--- src/core/csor_map.vh ---
// Address map, field layout and codes of the conversion signal output router.
// Assumes a 12-bit AXI4-Lite byte address space local to the card.
`ifndef CSOR_MAP_VH
`define CSOR_MAP_VH

// ----------------------------------------------------------------------------
// Register byte addresses
// ----------------------------------------------------------------------------
`define CSOR_DRIVE_CFG_ADDR   12'h340
`define CSOR_DRIVE_STAT_ADDR  12'h380

// ----------------------------------------------------------------------------
// Drive configuration fields
// ----------------------------------------------------------------------------
`define CSOR_FIRST_LSB        0
`define CSOR_SECOND_LSB       2
`define CSOR_FRAME_LSB        4
`define CSOR_CFG_BITS         6
`define CSOR_CFG_RESET        6'h00

// ----------------------------------------------------------------------------
// Selector codes
// ----------------------------------------------------------------------------
`define CSOR_SEL_REAR         2'h2
`define CSOR_SEL_FRONT        2'h3

// ----------------------------------------------------------------------------
// Front digital lines shared with the generator signals
// ----------------------------------------------------------------------------
`define CSOR_FIRST_LINE       1
`define CSOR_SECOND_LINE      3
`define CSOR_FRAME_LINE       5

// ----------------------------------------------------------------------------
// AXI response codes
// ----------------------------------------------------------------------------
`define CSOR_RESP_OKAY        2'h0
`define CSOR_RESP_SLVERR      2'h2

`endif

--- src/core/csor_drive_sel.v ---
// One drive selector: decodes a 2-bit choice for one generator signal.
// Assumes the generator signal is on the same clock as the selector.
`timescale 1ns/1ps
`include "csor_map.vh"

module csor_drive_sel (
  // Selector and generator signal
  input  wire [1:0] sel,
  input  wire       gen,
  // Decoded drive requests
  output wire       rear_o,
  output wire       rear_oe,
  output wire       front_req
);

  // Codes 00 and 01 leave the signal undriven.
  assign rear_oe   = (sel == `CSOR_SEL_REAR);
  assign rear_o    = rear_oe & gen;
  assign front_req = (sel == `CSOR_SEL_FRONT);

endmodule // csor_drive_sel

--- src/core/csor_router.v ---
// Conversion signal output router: AXI4-Lite register and pin drivers.
// Assumes generator signals and the digital output and enable registers
// come from logic on aclk; the pad ring resolves the o and oe pairs.
//
// Decided for this implementation: the AXI4-Lite register port.
`timescale 1ns/1ps
`include "csor_map.vh"

module csor_router #(
  parameter ADDR_W  = 12,
  parameter LINES   = 20
) (
  // Clock and reset
  input  wire              aclk,
  input  wire              aresetn,
  // AXI4-Lite write address
  input  wire [ADDR_W-1:0] s_axi_awaddr,
  input  wire [2:0]        s_axi_awprot,
  input  wire              s_axi_awvalid,
  output reg               s_axi_awready,
  // AXI4-Lite write data
  input  wire [31:0]       s_axi_wdata,
  input  wire [3:0]        s_axi_wstrb,
  input  wire              s_axi_wvalid,
  output reg               s_axi_wready,
  // AXI4-Lite write response
  output reg  [1:0]        s_axi_bresp,
  output reg               s_axi_bvalid,
  input  wire              s_axi_bready,
  // AXI4-Lite read address
  input  wire [ADDR_W-1:0] s_axi_araddr,
  input  wire [2:0]        s_axi_arprot,
  input  wire              s_axi_arvalid,
  output reg               s_axi_arready,
  // AXI4-Lite read data
  output reg  [31:0]       s_axi_rdata,
  output reg  [1:0]        s_axi_rresp,
  output reg               s_axi_rvalid,
  input  wire              s_axi_rready,
  // Generator signals
  input  wire              first_rate_gen,
  input  wire              second_rate_gen,
  input  wire              frame_pulse_gen,
  // Digital output registers of the front lines
  input  wire [LINES-1:0]  line_out_value,
  input  wire [LINES-1:0]  line_out_enable,
  // Rear connector pins
  output reg               rear_first_rate_pin_o,
  output reg               rear_first_rate_pin_oe,
  output reg               rear_second_rate_pin_o,
  output reg               rear_second_rate_pin_oe,
  output reg               rear_frame_pulse_pin_o,
  output reg               rear_frame_pulse_pin_oe,
  // Front digital lines
  output reg  [LINES-1:0]  front_digital_line_o,
  output reg  [LINES-1:0]  front_digital_line_oe
);

  // --------------------------------------------------------------------------
  // Drive configuration register
  // --------------------------------------------------------------------------
  reg  [`CSOR_CFG_BITS-1:0] cfg_q;
  reg  [`CSOR_CFG_BITS-1:0] cfg_d;
  wire [1:0] first_rate_drive_select;
  wire [1:0] second_rate_drive_select;
  wire [1:0] frame_pulse_drive_select;

  assign first_rate_drive_select  = cfg_q[`CSOR_FIRST_LSB+1:`CSOR_FIRST_LSB];
  assign second_rate_drive_select = cfg_q[`CSOR_SECOND_LSB+1:`CSOR_SECOND_LSB];
  assign frame_pulse_drive_select = cfg_q[`CSOR_FRAME_LSB+1:`CSOR_FRAME_LSB];

  // --------------------------------------------------------------------------
  // Address decode
  // --------------------------------------------------------------------------
  function [1:0] csor_decode;
    input [ADDR_W-1:0] addr;
    begin
      csor_decode = 2'h0;
      if (addr == `CSOR_DRIVE_CFG_ADDR) begin
        csor_decode = 2'h1;
      end else if (addr == `CSOR_DRIVE_STAT_ADDR) begin
        csor_decode = 2'h2;
      end
    end
  endfunction

  // --------------------------------------------------------------------------
  // Write channel
  // --------------------------------------------------------------------------
  reg  [ADDR_W-1:0] awaddr_q;
  reg               aw_full_q;
  reg               w_full_q;
  reg  [31:0]       wdata_q;
  reg  [3:0]        wstrb_q;
  wire              aw_take;
  wire              w_take;
  wire              do_write;
  wire              aw_full_d;
  wire              w_full_d;
  wire              bvalid_d;
  wire [1:0]        wr_hit;

  assign aw_take   = s_axi_awvalid & s_axi_awready;
  assign w_take    = s_axi_wvalid & s_axi_wready;
  assign do_write  = aw_full_q & w_full_q & ~s_axi_bvalid;
  assign aw_full_d = (aw_full_q | aw_take) & ~do_write;
  assign w_full_d  = (w_full_q | w_take) & ~do_write;
  assign bvalid_d  = do_write | (s_axi_bvalid & ~s_axi_bready);
  assign wr_hit    = csor_decode(awaddr_q);

  always @* begin
    cfg_d = cfg_q;
    // Only byte lane 0 holds live bits; the rest of the word is dropped.
    if (do_write && wr_hit == 2'h1 && wstrb_q[0]) begin
      cfg_d = wdata_q[`CSOR_CFG_BITS-1:0];
    end
  end

  always @(posedge aclk) begin
    if (!aresetn) begin
      cfg_q         <= `CSOR_CFG_RESET;
      awaddr_q      <= {ADDR_W{1'b0}};
      wdata_q       <= 32'h0000_0000;
      wstrb_q       <= 4'h0;
      aw_full_q     <= 1'b0;
      w_full_q      <= 1'b0;
      s_axi_awready <= 1'b0;
      s_axi_wready  <= 1'b0;
      s_axi_bvalid  <= 1'b0;
      s_axi_bresp   <= `CSOR_RESP_OKAY;
    end else begin
      cfg_q         <= cfg_d;
      aw_full_q     <= aw_full_d;
      w_full_q      <= w_full_d;
      s_axi_awready <= ~aw_full_d;
      s_axi_wready  <= ~w_full_d;
      s_axi_bvalid  <= bvalid_d;
      if (aw_take) begin
        awaddr_q <= s_axi_awaddr;
      end
      if (w_take) begin
        wdata_q <= s_axi_wdata;
        wstrb_q <= s_axi_wstrb;
      end
      // The status word is read only; a write to it is an error.
      if (do_write) begin
        s_axi_bresp <= (wr_hit == 2'h1) ? `CSOR_RESP_OKAY
                                        : `CSOR_RESP_SLVERR;
      end
    end
  end

  // --------------------------------------------------------------------------
  // Selector decode
  // --------------------------------------------------------------------------
  wire [2:0] rear_o_w;
  wire [2:0] rear_oe_w;
  wire [2:0] front_req;

  csor_drive_sel u_first_sel (
    .sel       (first_rate_drive_select),
    .gen       (first_rate_gen),
    .rear_o    (rear_o_w[0]),
    .rear_oe   (rear_oe_w[0]),
    .front_req (front_req[0])
  );

  csor_drive_sel u_second_sel (
    .sel       (second_rate_drive_select),
    .gen       (second_rate_gen),
    .rear_o    (rear_o_w[1]),
    .rear_oe   (rear_oe_w[1]),
    .front_req (front_req[1])
  );

  csor_drive_sel u_frame_sel (
    .sel       (frame_pulse_drive_select),
    .gen       (frame_pulse_gen),
    .rear_o    (rear_o_w[2]),
    .rear_oe   (rear_oe_w[2]),
    .front_req (front_req[2])
  );

  // --------------------------------------------------------------------------
  // Front line merge
  // --------------------------------------------------------------------------
  reg [LINES-1:0] front_o_d;
  reg [LINES-1:0] front_oe_d;
  reg [LINES-1:0] gen_req;
  reg [LINES-1:0] gen_val;
  reg [2:0]       front_gen_live;

  always @* begin
    gen_req = {LINES{1'b0}};
    gen_val = {LINES{1'b0}};
    gen_req[`CSOR_FIRST_LINE]  = front_req[0];
    gen_val[`CSOR_FIRST_LINE]  = first_rate_gen;
    gen_req[`CSOR_SECOND_LINE] = front_req[1];
    gen_val[`CSOR_SECOND_LINE] = second_rate_gen;
    gen_req[`CSOR_FRAME_LINE]  = front_req[2];
    gen_val[`CSOR_FRAME_LINE]  = frame_pulse_gen;
    // Regular digital output wins over any generator selection.
    front_oe_d = line_out_enable | gen_req;
    front_o_d  = (line_out_enable & line_out_value)
               | (~line_out_enable & gen_req & gen_val);
    // A generator reaches its line only while that enable is clear.
    front_gen_live[0] = front_req[0] & ~line_out_enable[`CSOR_FIRST_LINE];
    front_gen_live[1] = front_req[1] & ~line_out_enable[`CSOR_SECOND_LINE];
    front_gen_live[2] = front_req[2] & ~line_out_enable[`CSOR_FRAME_LINE];
  end

  // --------------------------------------------------------------------------
  // Pin registers
  // --------------------------------------------------------------------------
  reg [2:0] front_gen_live_q;

  always @(posedge aclk) begin
    if (!aresetn) begin
      rear_first_rate_pin_o   <= 1'b0;
      rear_first_rate_pin_oe  <= 1'b0;
      rear_second_rate_pin_o  <= 1'b0;
      rear_second_rate_pin_oe <= 1'b0;
      rear_frame_pulse_pin_o  <= 1'b0;
      rear_frame_pulse_pin_oe <= 1'b0;
      front_digital_line_o    <= {LINES{1'b0}};
      front_digital_line_oe   <= {LINES{1'b0}};
      front_gen_live_q        <= 3'h0;
    end else begin
      rear_first_rate_pin_o   <= rear_o_w[0];
      rear_first_rate_pin_oe  <= rear_oe_w[0];
      rear_second_rate_pin_o  <= rear_o_w[1];
      rear_second_rate_pin_oe <= rear_oe_w[1];
      rear_frame_pulse_pin_o  <= rear_o_w[2];
      rear_frame_pulse_pin_oe <= rear_oe_w[2];
      front_digital_line_o    <= front_o_d;
      front_digital_line_oe   <= front_oe_d;
      front_gen_live_q        <= front_gen_live;
    end
  end

  // --------------------------------------------------------------------------
  // Read channel
  // --------------------------------------------------------------------------
  wire        ar_take;
  wire        rvalid_d;
  wire [1:0]  rd_hit;
  reg  [31:0] rdata_d;

  assign ar_take  = s_axi_arvalid & s_axi_arready;
  assign rvalid_d = ar_take | (s_axi_rvalid & ~s_axi_rready);
  assign rd_hit   = csor_decode(s_axi_araddr);

  always @* begin
    rdata_d = 32'h0000_0000;
    case (rd_hit)
      2'h1: begin
        rdata_d[`CSOR_CFG_BITS-1:0] = cfg_q;
      end
      2'h2: begin
        rdata_d[2:0] = {rear_frame_pulse_pin_oe, rear_second_rate_pin_oe,
                        rear_first_rate_pin_oe};
        rdata_d[5:3] = front_gen_live_q;
      end
      default: begin
        rdata_d = 32'h0000_0000;
      end
    endcase
  end

  always @(posedge aclk) begin
    if (!aresetn) begin
      s_axi_arready <= 1'b0;
      s_axi_rvalid  <= 1'b0;
      s_axi_rdata   <= 32'h0000_0000;
      s_axi_rresp   <= `CSOR_RESP_OKAY;
    end else begin
      s_axi_arready <= ~rvalid_d;
      s_axi_rvalid  <= rvalid_d;
      if (ar_take) begin
        s_axi_rdata <= rdata_d;
        s_axi_rresp <= (rd_hit == 2'h0) ? `CSOR_RESP_SLVERR
                                        : `CSOR_RESP_OKAY;
      end
    end
  end

endmodule // csor_router

--- config.mk ---
export PLATFORM = sky130hd
export DESIGN_NAME = csor_router
export DESIGN_NICKNAME = d
export VERILOG_FILES = /design/src/core/csor_drive_sel.v /design/src/core/csor_router.v
export VERILOG_INCLUDE_DIRS = /design/src /design/src/core
export SDC_FILE = /design/constraint.sdc
export NUM_CORES = 1
export LEC_CHECK = 0
export ABC_AREA = 1
export BUFFER_PORTS_ARGS = -buffer_cell sky130_fd_sc_hd__buf_4
export CORE_AREA = 3 3 101 103
export DETAILED_ROUTE_END_ITERATION = 8
export DIE_AREA = 0 0 104 106
export HOLD_SLACK_MARGIN = 0.03
export PLACE_DENSITY = 0.68
export SLEW_MARGIN = 20
export SYNTH_ARGS = -nofsm -noshare
export SYNTH_HDL_FRONTEND = slang
export SYNTH_SLANG_ARGS = --single-unit
--- constraint.sdc ---
create_clock -name aclk -period 2.2 [get_ports aclk]
set_clock_uncertainty 0.2 [all_clocks]
set_input_delay 0.22 -clock aclk [delete_from_list [all_inputs] [get_ports aclk]]
set_output_delay 0.22 -clock aclk [all_outputs]
set_load 0.02 [all_outputs]
==> results_dict.tcl <==
set metrics [dict create \
    yosys.area.top_type "dfxtp_1" \
    die_area_sq_um 11000 \
    r2r_cells 4 \
    grt_max_degree 31 \
    place.gp.congestion 0.784 \
    die_w_microns 104 \
    tritoncts "built" \
    num-nets-final 731 \
    antennaDiodeCount 0 \
    syn_area_sq_um 3230 \
    finalSetupTns_ps 0 \
    switching_share_pct 25.2 \
    cts.path.max_buffers 2 \
    drt_first_pass_iters 4 \
    ant_nets 0 \
    finalCritPeriodShare_pct 73.8 \
    regArea_sq_um 1780 \
    die_y_microns 106 \
    async_flop_share_pct 0 \
    ir_drop_mv 0.428 \
    preCtsSetupSlack_ps 676 \
    p_int_w 0.00264 \
    seq_power_share_pct 48.7 \
    drc 0 \
    path_clk_slew_ps 90 \
    grt_pass1_wl_microns 14700 \
    p_clk_share_pct 35.4 \
    synth-main-ff-cell "dfxtp_1" \
    overflow 0 \
    fmax_mhz 616 \
    start_util_pct 34.8 \
    synth-seq-area-share_pct 55.1 \
    port-buffer-count 139 \
    arrival_ps 1720 \
    htreeDepth 3 \
    syn_inst 408 \
    drv_slew 0 \
    cts_buffers 9 \
    cts_root_buf "clkbuf_8" \
    cts-hold-fix-buffers 67 \
    routedWlPerCell_microns 11.8 \
    wl_microns 8870 \
    clock-sinks 89 \
    io_pins 203 \
    synth_top_area_share_pct 55.1 \
    avgSynthCellArea_sq_um 7.92 \
    final_common_cell "buf_4" \
    ys_warn_count 0 \
    worstPathRequired_ps 2290 \
    antenna_found_initial 0 \
    most-common-layout-cells "buf_4 (142), nor2_1 (99), dfxtp_1 (89)" \
    hold_path_class "in2reg" \
    grt_pass1_vias 3155 \
    outcome "complete, no violations" \
    ys_ff_latch 89 \
    insertion_delay_ps 340 \
    max_cap_viol_count 0 \
    syn_to_final_growth_pct 60.1 \
    core-area_sq_um 9280 \
    postCtsSetupBuffers 0 \
    p_leak_nw 2.70 \
    period_needed_ps 1620 \
    setup-violations-final 0 \
    num_vias 3092 \
    rows 35 \
    cts_resized 0 \
    drtIter0Drc 74 \
    routed_via_density 4.13 \
    track_usage_pct 16.4 \
    hold_viol 0 \
    fin_ws_ps 577 \
    end_kind "flop" \
    power_switching_w 0.000892 \
    pwr-share-comb_pct 15.9 \
    synth_edf_count 0 \
    multi_input_area_sq_um 1040 \
    ys_types 20 \
    critPathKind "in2reg" \
    drive_gt1_share_pct 26.8 \
    worst-path-max-fanout 3 \
    dpl.hpwl_microns 5890 \
    rsz0062_at_grt "no" \
    ys_top_cells_by_area "dfxtp_1 (55%), nor2_1 (11%), buf_4 (7.0%)" \
    pwr_density_cell_nw_per_um2 683 \
    whs_path_depth 3 \
    n_fill_cell 853 \
    crit_path_start_kind "input pin" \
]
cell type report:
type	count	area share [%]
multi-input cells	245	20.0
clock buffers	10	2.66
clock inverters	6	1.76
well taps	129	3.12
inverters	61	4.42
flip-flops and latches	89	34.4
repair buffers	209	33.6
synth_stat cells (4+ instances only):
cell,number
o21ai_0,24
buf_4,30
nand3_1,21
inv_1,60
dfxtp_1,89
nor2_2,5
clkbuf_1,4
nor2_1,99
buf_2,4
nand2_1,53
power groups by stage:
stage	clock, W	combinational (W)	sequential (W)
floorplan	0	0.000218	0.00182
global placement	0	0.000451	0.00176
detailed placement	0	0.000460	0.00176
CTS	0.00130	0.000555	0.00172
global route	0.00137	0.000614	0.00173
finish	0.00125	0.000560	0.00172
final timing paths:
check,start,slack (ps),to
max,line_out_enable[5],580,front_digital_line_o[5]
min,aresetn,70,cfg_q[1]
max reg2reg,cfg_q[4],590,front_digital_line_o[5]
min reg2reg,awaddr_q[6],260,awaddr_q[6]
metal layers:
metal | part of all wire, % | wire [microns] | GRT usage (%) | vias up
li1 | - | - | - | 1579
met1 | 39 | 3500 | 17.9 | 1358
met2 | 49 | 4370 | 28.8 | 139
met3 | 9.4 | 834 | 6.50 | 16
met4 | 1.9 | 170 | 6.27 | 0
met5 | 0 | 0 | 0 | -
critical path, cell delays in order:
cell	delay (ps)
dlygate4sd3_1	530
buf_4	140
nor2_1	140
a32o_1	140
dlygate4sd3_1	540
logic make-up (layout without fill, tap and decap cells):
group / after synthesis / in the layout / synth area share [%]
and+or+nand+nor: 187 / 187 / 23.7
buffers and inverters: 101 / 286 / 15.9
DFF: 89 / 89 / 55.1
other: 1 / 28 / 0.116
AOI/OAI and AO/OA: 30 / 30 / 5.11
per-stage QoR:
stage	area (sq um)	utilization, %	instances	total power (W)	hold WS, ps
6_report	5170	55.7	749	0.00353	74.5
3_5_place_dp	4280	46.1	666	0.00222	220
5_1_grt	5170	55.7	749	0.00372	59.1
3_3_place_gp	4280	46.1	666	0.00221	213
4_1_cts	5170	55.7	749	0.00358	57.1
2_1_floorplan	3330	-	435	0.00203	104
state kept, by name, indices dropped and copies added, names as in the netlist, 3 cells and up:
name,flops
front_digital_line_oe,20
front_gen_live_q,3
s_axi_rdata,6
wdata_q,6
cfg_q,6
awaddr_q,12
front_digital_line_o,20
No activity file was read; power rests on OpenSTA's default activity.
